<file path="config.mk">
export PLATFORM = sky130hd
export DESIGN_NAME = datalink_hdlc_tx_control
export DESIGN_NICKNAME = d
export VERILOG_FILES = /design/src/core/dl_tx_pkg.sv /design/src/core/msg_mem_if.sv /design/src/core/datalink_hdlc_tx_control.sv /design/src/core/msg_mem.sv
export SDC_FILE = /design/constraint.sdc
export NUM_CORES = 2
export LEC_CHECK = 0
export BUFFER_PORTS_ARGS = -buffer_cell sky130_fd_sc_hd__buf_2
export CAP_MARGIN = 5
export CORE_MARGIN = 5
export CORE_UTILIZATION = 37
export DETAILED_ROUTE_END_ITERATION = 16
export HOLD_SLACK_MARGIN = 0.05
export PLACE_DENSITY = 0.49
export SLEW_MARGIN = 20
export SYNTH_ARGS = -nofsm -noshare
export SYNTH_HDL_FRONTEND = slang
export SYNTH_SLANG_ARGS = --single-unit
</file>
<file path="constraint.sdc">
create_clock -name pclk -period 3.6 [get_ports pclk]
set_input_delay 0.18 -clock pclk [delete_from_list [all_inputs] [get_ports pclk]]
set_output_delay 0.18 -clock pclk [all_outputs]
set_load 0.05 [all_outputs]
</file>
<file path="src/core/dl_tx_pkg.sv">
// constants, types and helpers for the data-link transmit controller
// assumes a 12-bit apb byte address and 8-bit documented registers
package dl_tx_pkg;
  localparam int          ADDR_W       = 12;             // apb byte address width
  localparam int          DATA_W       = 32;             // apb data width
  localparam int          CNT_W        = 7;              // length or repeat field width
  localparam logic [11:0] CTRL_OFF     = 12'h150;        // transmit control register
  localparam logic [11:0] LENBUF_OFF   = 12'h154;        // length and buffer register
  localparam logic [2:0]  BUF_WIN      = 3'h3;           // paddr[11:9] of 0x600..0x7ff
  localparam int          WIN_LSB      = 9;              // low bit of window compare
  localparam int          BUF_SEL_POS  = 8;              // paddr bit picking buffer 1
  localparam int          WORD_LSB     = 2;              // word index starts here
  localparam int          SIG_POS      = 0;              // signalling type send
  localparam int          FCS_POS      = 1;              // checksum append enable
  localparam int          IDLE_POS     = 2;              // forced idle flags
  localparam int          ABORT_POS    = 3;              // abort pattern
  localparam int          SEL_POS      = 7;              // buffer select / free
  localparam logic [7:0]  CTRL_MASK    = 8'h0f;          // bits kept by this block
  localparam logic [7:0]  CTRL_RESET   = 8'h00;          // control reset value
  localparam logic [6:0]  COUNT_RESET  = 7'h00;          // count reset value
  localparam logic [7:0]  FLAG_OCTET   = 8'h7e;          // hdlc flag
  localparam logic [15:0] CRC_INIT     = 16'hffff;       // fcs preset
  localparam logic [15:0] CRC_POLY     = 16'h8408;       // reflected ccitt polynomial
  localparam logic [2:0]  STUFF_RUN    = 3'h5;           // ones before a stuffed zero
  localparam logic [3:0]  LAST_BIT     = 4'h7;           // bits left after first
  localparam logic [1:0]  FIFO_DEPTH   = 2'h2;           // two-entry data buffer

  // producer states
  typedef enum logic [2:0] {P_IDLE, P_OPEN, P_DATA, P_FCS_LO, P_FCS_HI, P_BOS_HI, P_BOS_LO} prod_state_t;

  // one octet of the lsb-first fcs
  function automatic logic [15:0] crc_byte(input logic [15:0] c, input logic [7:0] d);
    logic [15:0] x;
    x = c;
    for (int i = 0; i < 8; i++) begin
      x = (x[0] ^ d[i]) ? ((x >> 1) ^ CRC_POLY) : (x >> 1);
    end
    return x;
  endfunction : crc_byte
endpackage : dl_tx_pkg

</file>
<file path="src/core/msg_mem_if.sv">
// write and read port of the message buffer store
// assumes the owner drives addresses and the store answers one cycle later
`timescale 1ns/1ps
interface msg_mem_if #(parameter int AW = 6, parameter int DW = 32);
  logic          we;     // write strobe
  logic [AW-1:0] waddr;  // write word address
  logic [DW-1:0] wdata;  // write word
  logic [AW-1:0] raddr;  // read word address
  logic [DW-1:0] rdata;  // registered read word
  modport owner (output we, waddr, wdata, raddr, input rdata);
  modport store (input we, waddr, wdata, raddr, output rdata);
endinterface : msg_mem_if

</file>
<file path="src/core/datalink_hdlc_tx_control.sv">
// transmit control for the third data-link hdlc controller, apb register slave
// assumes dl_slot pulses once per data-link bit time on the same clock
//
// Contract
// - forced idle in message mode sends only flags
// - no frame waiting means flags are sent
// - forced idle ignored in bit-oriented mode
// - checksum append adds fcs, else omitted
// - checksum append ignored in bit-oriented mode
// - type bit: 0 bit-oriented, 1 message frame
// - buffer select write sends chosen buffer
// - buffer select read gives free buffer
// - busy buffer makes readback show the other
// - repeat count reached raises end-of-transfer, stops
// - zero repeat count repeats until a new bit-oriented command
// - message mode count is frame length
// - abort command sends seven or more ones
`timescale 1ns/1ps
module datalink_hdlc_tx_control
  import dl_tx_pkg::*;
#(
  parameter int BUF_WORDS = 32 // words per message buffer
) (
  input  wire logic              pclk,                   // 25 MHz clock
  input  wire logic              presetn,                // async reset, active low
  input  wire logic              psel,                   // apb select
  input  wire logic              penable,                // apb access phase
  input  wire logic              pwrite,                 // apb write
  input  wire logic [ADDR_W-1:0] paddr,                  // apb byte address
  input  wire logic [DATA_W-1:0] pwdata,                 // apb write data
  output logic      [DATA_W-1:0] prdata,                 // apb read data
  output logic                   pready,                 // apb ready
  output logic                   pslverr,                // apb error
  input  wire logic              dl_slot,                // data-link bit time strobe
  output logic                   dl_bit,                 // data-link bit out
  output logic                   tx_end_of_transfer_irq  // end-of-transfer pulse
);
  localparam int MAW = $clog2(2 * BUF_WORDS);            // store address width
  if (BUF_WORDS * 4 < (1 << CNT_W) - 1 || BUF_WORDS > (1 << (BUF_SEL_POS - WORD_LSB))) begin : g_chk
    $error("buffer size cannot hold the longest message or overlaps");
  end

  typedef struct packed {
    logic [7:0]        ctrl;      // control register
    logic [CNT_W-1:0]  count;     // length or repeat count
    logic              sel;       // last selected buffer
    logic [1:0]        inuse;     // buffers not yet consumed
    logic              cmd_mos;   // frame send pending
    logic              cmd_bos;   // bit-oriented send pending
    logic              pend_buf;  // buffer of pending command
    logic [DATA_W-1:0] prdata;    // read data
    logic              pready;    // ready
    logic              pslverr;   // error
    prod_state_t       pst;       // producer state
    logic              cur_buf;   // buffer being sent
    logic [CNT_W-1:0]  idx;       // byte index
    logic [CNT_W-1:0]  len;       // latched length or repeats
    logic [CNT_W-1:0]  reps;      // repetitions done
    logic              fetched;   // store data valid for idx
    logic              frame_fcs; // fcs wanted for this frame
    logic [15:0]       crc;       // running fcs
    logic [1:0][8:0]   fifo;      // {stuff, octet} entries
    logic [1:0]        fcnt;      // entries held
    logic [7:0]        shreg;     // serialiser shift
    logic [3:0]        bitcnt;    // bits left in shreg
    logic [2:0]        ones;      // run of ones in frame
    logic              dl_bit;    // line bit
    logic              eot;       // end pulse
  } ctl_state_t;
  ctl_state_t r, next_r;
  msg_mem_if #(.AW(MAW), .DW(DATA_W)) mem ();
  msg_mem #(.AW(MAW), .DW(DATA_W), .DEPTH(2 * BUF_WORDS)) u_mem (
    .pclk    (pclk),
    .presetn (presetn),
    .mem     (mem)
  );
  logic       setup;      // apb setup cycle
  logic       wr_go;      // write takes effect
  logic       in_win;     // address in buffer window
  logic       mos_mode;   // message mode selected
  logic       idle_force; // forced idle effective
  logic       fcs_on;     // fcs append effective
  logic       free_buf;   // buffer readback
  logic       fifo_rdy;   // buffer can take an octet
  logic       push;       // producer writes an octet
  logic [8:0] push_oct;   // octet written
  logic       pop;        // serialiser takes the head
  logic [7:0] mem_byte;   // octet picked from the word
  logic [8:0] load;       // octet entering shreg
  logic       out_b;      // bit sent this slot
  // mode decode and window decode
  always_comb begin
    setup      = psel && !penable;
    wr_go      = psel && penable && r.pready && pwrite;
    in_win     = paddr[ADDR_W-1:WIN_LSB] == BUF_WIN &&
                 32'(paddr[BUF_SEL_POS-1:WORD_LSB]) < BUF_WORDS;
    mos_mode   = r.ctrl[SIG_POS];
    idle_force = r.ctrl[IDLE_POS] && mos_mode;
    fcs_on     = r.ctrl[FCS_POS] && mos_mode;
    free_buf   = r.inuse[0];
    fifo_rdy   = r.fcnt != FIFO_DEPTH;
    mem_byte   = mem.rdata[8*r.idx[1:0] +: 8];
  end
  // buffer writes go straight to the store; reads of it answer zero
  assign mem.we    = wr_go && in_win;
  assign mem.waddr = {paddr[BUF_SEL_POS], paddr[WORD_LSB +: MAW-1]}; // buffer bit kept on top of the word index
  assign mem.wdata = pwdata;
  assign mem.raddr = MAW'({r.cur_buf, r.idx[CNT_W-1:WORD_LSB]});
  // registers, producer, two-entry buffer and serialiser
  always_comb begin
    next_r     = r;
    next_r.eot = 1'b0;
    push       = 1'b0;
    push_oct   = {1'b0, FLAG_OCTET};
    pop        = 1'b0;
    load       = {1'b0, FLAG_OCTET};
    out_b      = 1'b1;
    // apb answer is prepared in setup, so access always lasts one cycle
    next_r.pready = setup;
    if (setup) begin
      next_r.pslverr = 1'b0;
      next_r.prdata  = '0;
      if (paddr == CTRL_OFF) begin
        next_r.prdata[7:0] = r.ctrl;
      end else if (paddr == LENBUF_OFF) begin
        next_r.prdata[7:0] = {free_buf, r.count};
      end else if (!in_win) begin
        next_r.pslverr = 1'b1;                                 // unmapped
      end
    end
    // producer: flags when nothing waits, frames, or repeated messages
    case (r.pst)
      P_IDLE: begin
        if (r.cmd_bos) begin
          next_r.cmd_bos = 1'b0;
          next_r.cur_buf = r.pend_buf;
          next_r.idx     = '0;
          next_r.reps    = '0;
          next_r.len     = r.count;
          next_r.fetched = 1'b0;
          next_r.pst     = P_BOS_HI;
        end else if (r.cmd_mos && idle_force) begin
          next_r.cmd_mos = 1'b0;
          next_r.inuse[r.pend_buf] = 1'b0;
        end else if (r.cmd_mos) begin
          next_r.cmd_mos   = 1'b0;
          next_r.cur_buf   = r.pend_buf;
          next_r.idx       = '0;
          next_r.len       = r.count;
          next_r.crc       = CRC_INIT;
          next_r.frame_fcs = fcs_on;
          next_r.fetched   = 1'b0;
          next_r.pst       = P_OPEN;
        end else if (fifo_rdy) begin
          push = 1'b1;
        end
      end
      P_OPEN: begin
        if (fifo_rdy) begin
          push       = 1'b1;
          next_r.pst = P_DATA;
        end
      end
      P_DATA: begin
        if (idle_force) begin
          next_r.inuse[r.cur_buf] = 1'b0;
          next_r.pst = P_IDLE;
        end else if (r.idx == r.len) begin
          next_r.inuse[r.cur_buf] = 1'b0;
          next_r.pst = r.frame_fcs ? P_FCS_LO : P_IDLE;
          next_r.eot = !r.frame_fcs;
        end else if (!r.fetched) begin
          next_r.fetched = 1'b1;                               // store latency
        end else if (fifo_rdy) begin
          push           = 1'b1;
          push_oct       = {1'b1, mem_byte};
          next_r.crc     = crc_byte(r.crc, mem_byte);
          next_r.idx     = r.idx + 1'b1;
          next_r.fetched = 1'b0;
        end
      end
      P_FCS_LO: begin
        if (fifo_rdy) begin
          push       = 1'b1;
          push_oct   = {1'b1, ~r.crc[7:0]};
          next_r.pst = P_FCS_HI;
        end
      end
      P_FCS_HI: begin
        if (fifo_rdy) begin
          push       = 1'b1;
          push_oct   = {1'b1, ~r.crc[15:8]};
          next_r.pst = P_IDLE;
          next_r.eot = 1'b1;
        end
      end
      P_BOS_HI: begin
        if (!r.fetched) begin
          next_r.fetched = 1'b1;
        end else if (fifo_rdy) begin
          push       = 1'b1;
          push_oct   = {1'b0, mem.rdata[7:0]};
          next_r.pst = P_BOS_LO;
        end
      end
      P_BOS_LO: begin
        if (fifo_rdy) begin
          push        = 1'b1;
          push_oct    = {1'b0, mem.rdata[15:8]};
          next_r.reps = r.reps + 1'b1;
          next_r.pst  = P_BOS_HI;
          // a zero count never ends; a new bit-oriented command ends an endless run
          if ((r.len != '0 && r.reps + 1'b1 == r.len) || (r.len == '0 && r.cmd_bos)) begin
            next_r.inuse[r.cur_buf] = 1'b0;
            next_r.pst = P_IDLE;
            next_r.eot = r.len != '0;
          end
        end
      end
      default: next_r.pst = P_IDLE;
    endcase
    // serialiser: one bit per slot, stuffing and abort decided here
    if (dl_slot) begin
      if (r.ctrl[ABORT_POS]) begin
        out_b       = 1'b1;
        next_r.ones = '0;
      end else if (r.ones == STUFF_RUN) begin
        out_b       = 1'b0;
        next_r.ones = '0;
      end else begin
        if (r.bitcnt == '0) begin
          pop = r.fcnt != '0;
          if (pop) begin
            load = r.fifo[0];
          end
          out_b         = load[0];
          next_r.shreg  = {load[8], load[7:1]};
          next_r.bitcnt = LAST_BIT;
          next_r.ones   = (load[8] && out_b) ? 3'(r.ones + 1'b1) : 3'h0; // a run carries across octets
        end else begin
          out_b         = r.shreg[0];
          next_r.shreg  = {r.shreg[7], 1'b0, r.shreg[6:1]};
          next_r.bitcnt = r.bitcnt - 1'b1;
          next_r.ones   = (r.shreg[7] && out_b) ? r.ones + 1'b1 : 3'h0;
        end
      end
      next_r.dl_bit = out_b;
    end
    // two-entry buffer: head at slot 0, a pop shifts before the push lands
    if (pop) begin
      next_r.fifo[0] = r.fifo[1];
    end
    if (push) begin
      next_r.fifo[r.fcnt - {1'b0, pop}] = push_oct;
    end
    next_r.fcnt = r.fcnt + {1'b0, push} - {1'b0, pop};
    // register writes come last so a command set beats a producer clear
    if (wr_go && paddr == CTRL_OFF) begin
      next_r.ctrl = pwdata[7:0] & CTRL_MASK;
      if (!pwdata[SIG_POS]) begin
        next_r.cmd_bos  = 1'b1;
        next_r.pend_buf = r.sel;
        next_r.inuse[r.sel] = 1'b1;
      end
    end
    if (wr_go && paddr == LENBUF_OFF) begin
      next_r.count = pwdata[CNT_W-1:0];
      next_r.sel   = pwdata[SEL_POS];
      if (mos_mode) begin
        next_r.cmd_mos  = 1'b1;
        next_r.pend_buf = pwdata[SEL_POS];
        next_r.inuse[pwdata[SEL_POS]] = 1'b1;
      end
    end
  end

  // single state register
  always_ff @(posedge pclk or negedge presetn) begin
    if (!presetn) begin
      r        <= '0;
      r.ctrl   <= CTRL_RESET;
      r.count  <= COUNT_RESET;
      r.pst    <= P_IDLE;
      r.dl_bit <= 1'b1;
    end else begin
      r <= next_r;
    end
  end

  assign prdata                 = r.prdata;
  assign pready                 = r.pready;
  assign pslverr                = r.pslverr;
  assign dl_bit                 = r.dl_bit;
  assign tx_end_of_transfer_irq = r.eot;
endmodule : datalink_hdlc_tx_control

</file>
<file path="src/core/msg_mem.sv">
// two message buffers in one word store, read data registered
// assumes a single clock shared with the controller
`timescale 1ns/1ps
module msg_mem #(
  parameter int AW    = 6,  // word address width
  parameter int DW    = 32, // word width
  parameter int DEPTH = 64  // words held
) (
  input wire logic  pclk,    // clock
  input wire logic  presetn, // async reset, active low
  msg_mem_if.store  mem      // store port
);
  if (DEPTH > (1 << AW) || DEPTH < 2) begin : g_chk
    $error("msg_mem depth does not fit the address");
  end

  typedef struct packed {
    logic [DEPTH-1:0][DW-1:0] words; // stored words
    logic [DW-1:0]            rdata; // read register
  } mem_state_t;

  mem_state_t r, next_r;

  // read first, read returns the old word on a clash
  always_comb begin
    next_r = r;
    next_r.rdata = r.words[mem.raddr];
    if (mem.we) begin
      next_r.words[mem.waddr] = mem.wdata;
    end
  end

  // contents clear at reset so reads never show unknowns
  always_ff @(posedge pclk or negedge presetn) begin
    if (!presetn) begin
      r <= '0;
    end else begin
      r <= next_r;
    end
  end

  assign mem.rdata = r.rdata;
endmodule : msg_mem

</file>
==> flow_metrics.py <==
metrics = {
    "yosys": {
        "async_flop_share_pct": 100.0,
        "synth.avg_cell_area_um2": 15.55,
        "yosysUniqueCellTypes": 69,
        "synth_area_um2": 100000,
        "synth_seq_cells": 2186,
        "yosys_warnings": 0,
        "ys_seq_area_share_pct": 54.68,
        "synthCells": 6434,
        "ys.flop_type": "dfrtp_1",
        "synth_edf_count": 0,
    },
    "drt": {
        "routed_via_density": 5.617,
        "num_vias": 57656,
        "ant_nets": 0,
        "drc_errors": 0,
        "drt_wl_total_um": 313200,
        "first_pass_iters": 8,
        "drt_iter0_markers": 3769,
        "wl_per_cell_um": 30.51,
    },
    "place": {
        "dp_hpwl_um": 185400,
        "numPortBuffers": 61,
        "gp_congestion": 0.7899,
        "dp.cells": 9753,
    },
    "global_routing": {
        "globalRouteOverflowTotal": 0,
        "antenna_found_initial": 13,
        "first_global_vias": 61555,
        "grt_max_degree": 111,
        "grtUsageTotal_pct": 22.38,
        "grt_pass1_wl_um": 460600,
    },
    "floorplan": {
        "rows": 191,
        "dieArea_um2": 280900,
        "die_w_um": 530.0,
        "core_area_um2": 270000,
        "start_util_pct": 37.05,
        "die_y_um": 530.0,
        "ios": 86,
    },
    "power": {
        "pwr-share-comb_pct": 5.2,
        "p_int_mw": 40.63,
        "power_density_nw_per_um2": 463.8,
        "ir_worst_vdd_v": 0.0004380,
        "p_seq_share_pct": 47.0,
        "p_leak_nw": 53.77,
        "clock_power_share_pct": 47.8,
        "p_sw_share_pct": 23.70,
        "p_switching_mw": 12.62,
    },
    "min_path": {
        "min_to": "u_mem.r[1325]$_DFFE_PN0P_",
        "whs_path_depth": 3,
        "holdCritStartpoint": "pwdata[13]",
        "hp-class": "in -> reg",
    },
    "cells_and_area": {
        "drive_above_1_share_pct": 52.36,
        "fill_cells": 24277,
        "final_cell_count_no_fill": 10265,
        "regArea_um2": 54720,
        "syn_to_final_growth_pct": 14.76,
        "layout.nets": 6542,
        "multi_input_area_um2": 42610,
    },
    "timing": {
        "slew_headroom_pct": 24.22,
        "max_freq_ghz": 0.2926,
        "fin_crit_sh_pct": 94.93,
        "setup-tns-final_ps": 0,
        "worst_slew_pin_slew_ps": 1137,
        "setup_viol": 0,
        "finalClockSkew_ps": 91.43,
        "timing.final.hold_violations": 0,
        "rsz0062_at_grt": "false",
        "fin_crit_ps": 3417,
        "slew_violations": 0,
    },
    "setup_path": {
        "worstPathRequired_ps": 4290,
        "crit_path_start_kind": "register",
        "rrSetupSlack_ps": 180,
        "regToRegEndpoint": "u_mem.mem.rdata[30]$_DFF_PN0_",
        "crit_buf_inv": 2,
        "cpPeakStageDelay_ps": 750,
        "crit_chain": "buf_12 > buf_12 > mux4_2 > nor2b_1 > a211oi_1 > a21oi_1 > a22oi_1 > o21ai_0",
        "critPathKind": "reg -> reg",
        "end_kind": "register",
        "timing.rr.start": "mem.raddr[0]$_DFFE_PN0P_",
        "cp_slowest_cell": "a22oi_1",
        "crit_fanout": 47,
        "cpMostUsedCell": "buf_12",
        "worstPathArrival_ps": 4110,
        "cpLargestDelayFamily": "compound AO/OA/AOI/OAI gates",
        "reg2reg_depth": 8,
    },
    "clock_network": {
        "cts_sinks": 2186,
        "clk_latency_ps": 920,
        "tritoncts": "yes",
        "h-tree-depth": 4,
        "cts_buffers": 249,
        "cts_root_buf": "clkbuf_16",
        "ctsLongestPathBuffers": 4,
        "path_clk_slew_ps": 60,
    },
    "status": {
        "outcome": "complete, no violations",
    },
    "job": {
        "drv_cap": 0,
    },
}
-- metal layers --
metal	vias up	share of wire [%]	track usage, %
met2	1127	48	36.61
met1	32206	46	32.17
met3	389	3.8	2.778
met4	0	2.2	4.706
li1	23934	-	-
met5	-	0	0
-- worst reg2reg max path, delay by kind of cell (launching register included) --
family	cells	cell delay (ps)
buffers and inverters	2	640
AOI/OAI and AO/OA	4	1290
and+or+nand+nor	1	140
muxes	1	610
DFF	1	540
-- what timing repair did --
| item | in CTS | in global routing |
|---|---|---|
| buffers inserted | 0 | 0 |
| setup endpoints to repair | 0 | 0 |
| gates resized for setup | 0 | 0 |
| hold buffers | 42 | 8 |
| endpoints found under the hold margin | 1571 | 448 |
-- how the worst max path moves through the flow --
stage	from	endpoint	slack (ps)	cells past startpoint
after global placement	mem.raddr[0]$_DFFE_PN0P_	u_mem.mem.rdata[30]$_DFF_PN0_	160	8
after detailed placement	mem.raddr[0]$_DFFE_PN0P_	u_mem.mem.rdata[30]$_DFF_PN0_	200	8
after CTS	mem.raddr[0]$_DFFE_PN0P_	u_mem.mem.rdata[30]$_DFF_PN0_	190	6
after floorplan	r[5]$_DFFE_PN0P_	r[31]$_DFFE_PN0P_	910	10
final	mem.raddr[0]$_DFFE_PN0P_	u_mem.mem.rdata[30]$_DFF_PN0_	180	8
after global routing	mem.raddr[0]$_DFFE_PN0P_	u_mem.mem.rdata[30]$_DFF_PN0_	30	8
-- cell type report --
cell class,count,area share (%)
diodes,12,0.02615
clock buffers,385,6.388
clock inverters,65,0.6734
inverters,26,0.08500
multi-input cells,3572,37.11
flip-flops and latches,2186,47.66
well taps,3570,3.890
repair buffers,449,4.167
-- flip-flops by register name, summed over array words and instances (netlist names) --
name,cells
u_mem.r,2048
r,86
u_mem.mem.rdata,32
prdata,8
mem.raddr,6
dl_bit,1
free_buf,1
mos_mode,1
pready,1
pslverr,1
tx_end_of_transfer_irq,1
-- stage by stage --
step	total power [mW]	utilization, %	worst slack, ps	area, um2	hold slack (ps)
floorplan	26.96	-	906.7	100100	-115.6
global placement	28.20	39.31	155.4	106100	270.4
detailed placement	28.23	39.31	199.7	106100	250.6
CTS	53.95	42.47	187.2	114700	72.81
global route	55.17	42.51	25.27	114800	119.2
finish	53.26	42.52	182.6	114800	120.6
-- cell families after synthesis --
group	Yosys count	synth area share (%)
muxes	2749	37.39
adders and majority gates	8	0.1001
and+or+nand+nor	413	2.047
other	1	0.003748
DFF	2186	54.68
xor gates and xnor gates	46	0.4027
AOI/OAI and AO/OA	332	2.197
buffers and inverters	699	3.183
-- power groups by stage --
stage | Clock [mW] | Combinational, mW | Sequential [mW]
finish | 25.4 | 2.80 | 25.0
global route | 27.0 | 3.11 | 25.0
CTS | 26.1 | 2.82 | 25.0
detailed placement | 0 | 2.77 | 25.5
global placement | 0 | 2.74 | 25.5
floorplan | 0 | 1.54 | 25.4
-- cell usage after synthesis (8+ instances only) --
cell type | n | area, um2
a211oi_1 | 47 | 352.8
a21oi_1 | 75 | 375.4
a22o_1 | 8 | 70.07
a22oi_1 | 68 | 510.5
a31oi_1 | 12 | 75.07
and2_1 | 10 | 62.56
buf_1 | 90 | 337.8
buf_2 | 231 | 1156
buf_4 | 62 | 465.5
clkbuf_1 | 284 | 1066
dfrtp_1 | 2185 | 54680
ha_1 | 8 | 100.1
inv_1 | 26 | 97.59
mux2_1 | 9 | 101.4
mux2_2 | 2047 | 23050
mux2i_1 | 108 | 1081
mux4_2 | 585 | 13180
nand2_1 | 148 | 555.5
nand2b_1 | 9 | 56.30
nand3_1 | 25 | 125.1
nor2_1 | 96 | 360.4
nor2b_1 | 51 | 319.1
nor3_1 | 14 | 70.07
o21ai_0 | 54 | 270.3
o31ai_1 | 12 | 90.09
or3_1 | 9 | 56.30
xnor2_1 | 35 | 306.5
xor2_1 | 11 | 96.34
-- placed cells by master, fill, tap and decap left out, types with 68 or more instances in the layout --
master,Yosys,final
a21oi_1,75,75
buf_4,62,235
clkbuf_1,284,79
mux4_2,585,585
mux2_2,2047,2047
dfrtp_1,2185,2179
nand2_1,148,125
clkbuf_16,0,251
buf_12,0,112
mux2i_1,108,108
a22oi_1,68,68
No activity file was read; power rests on OpenSTA's default activity.
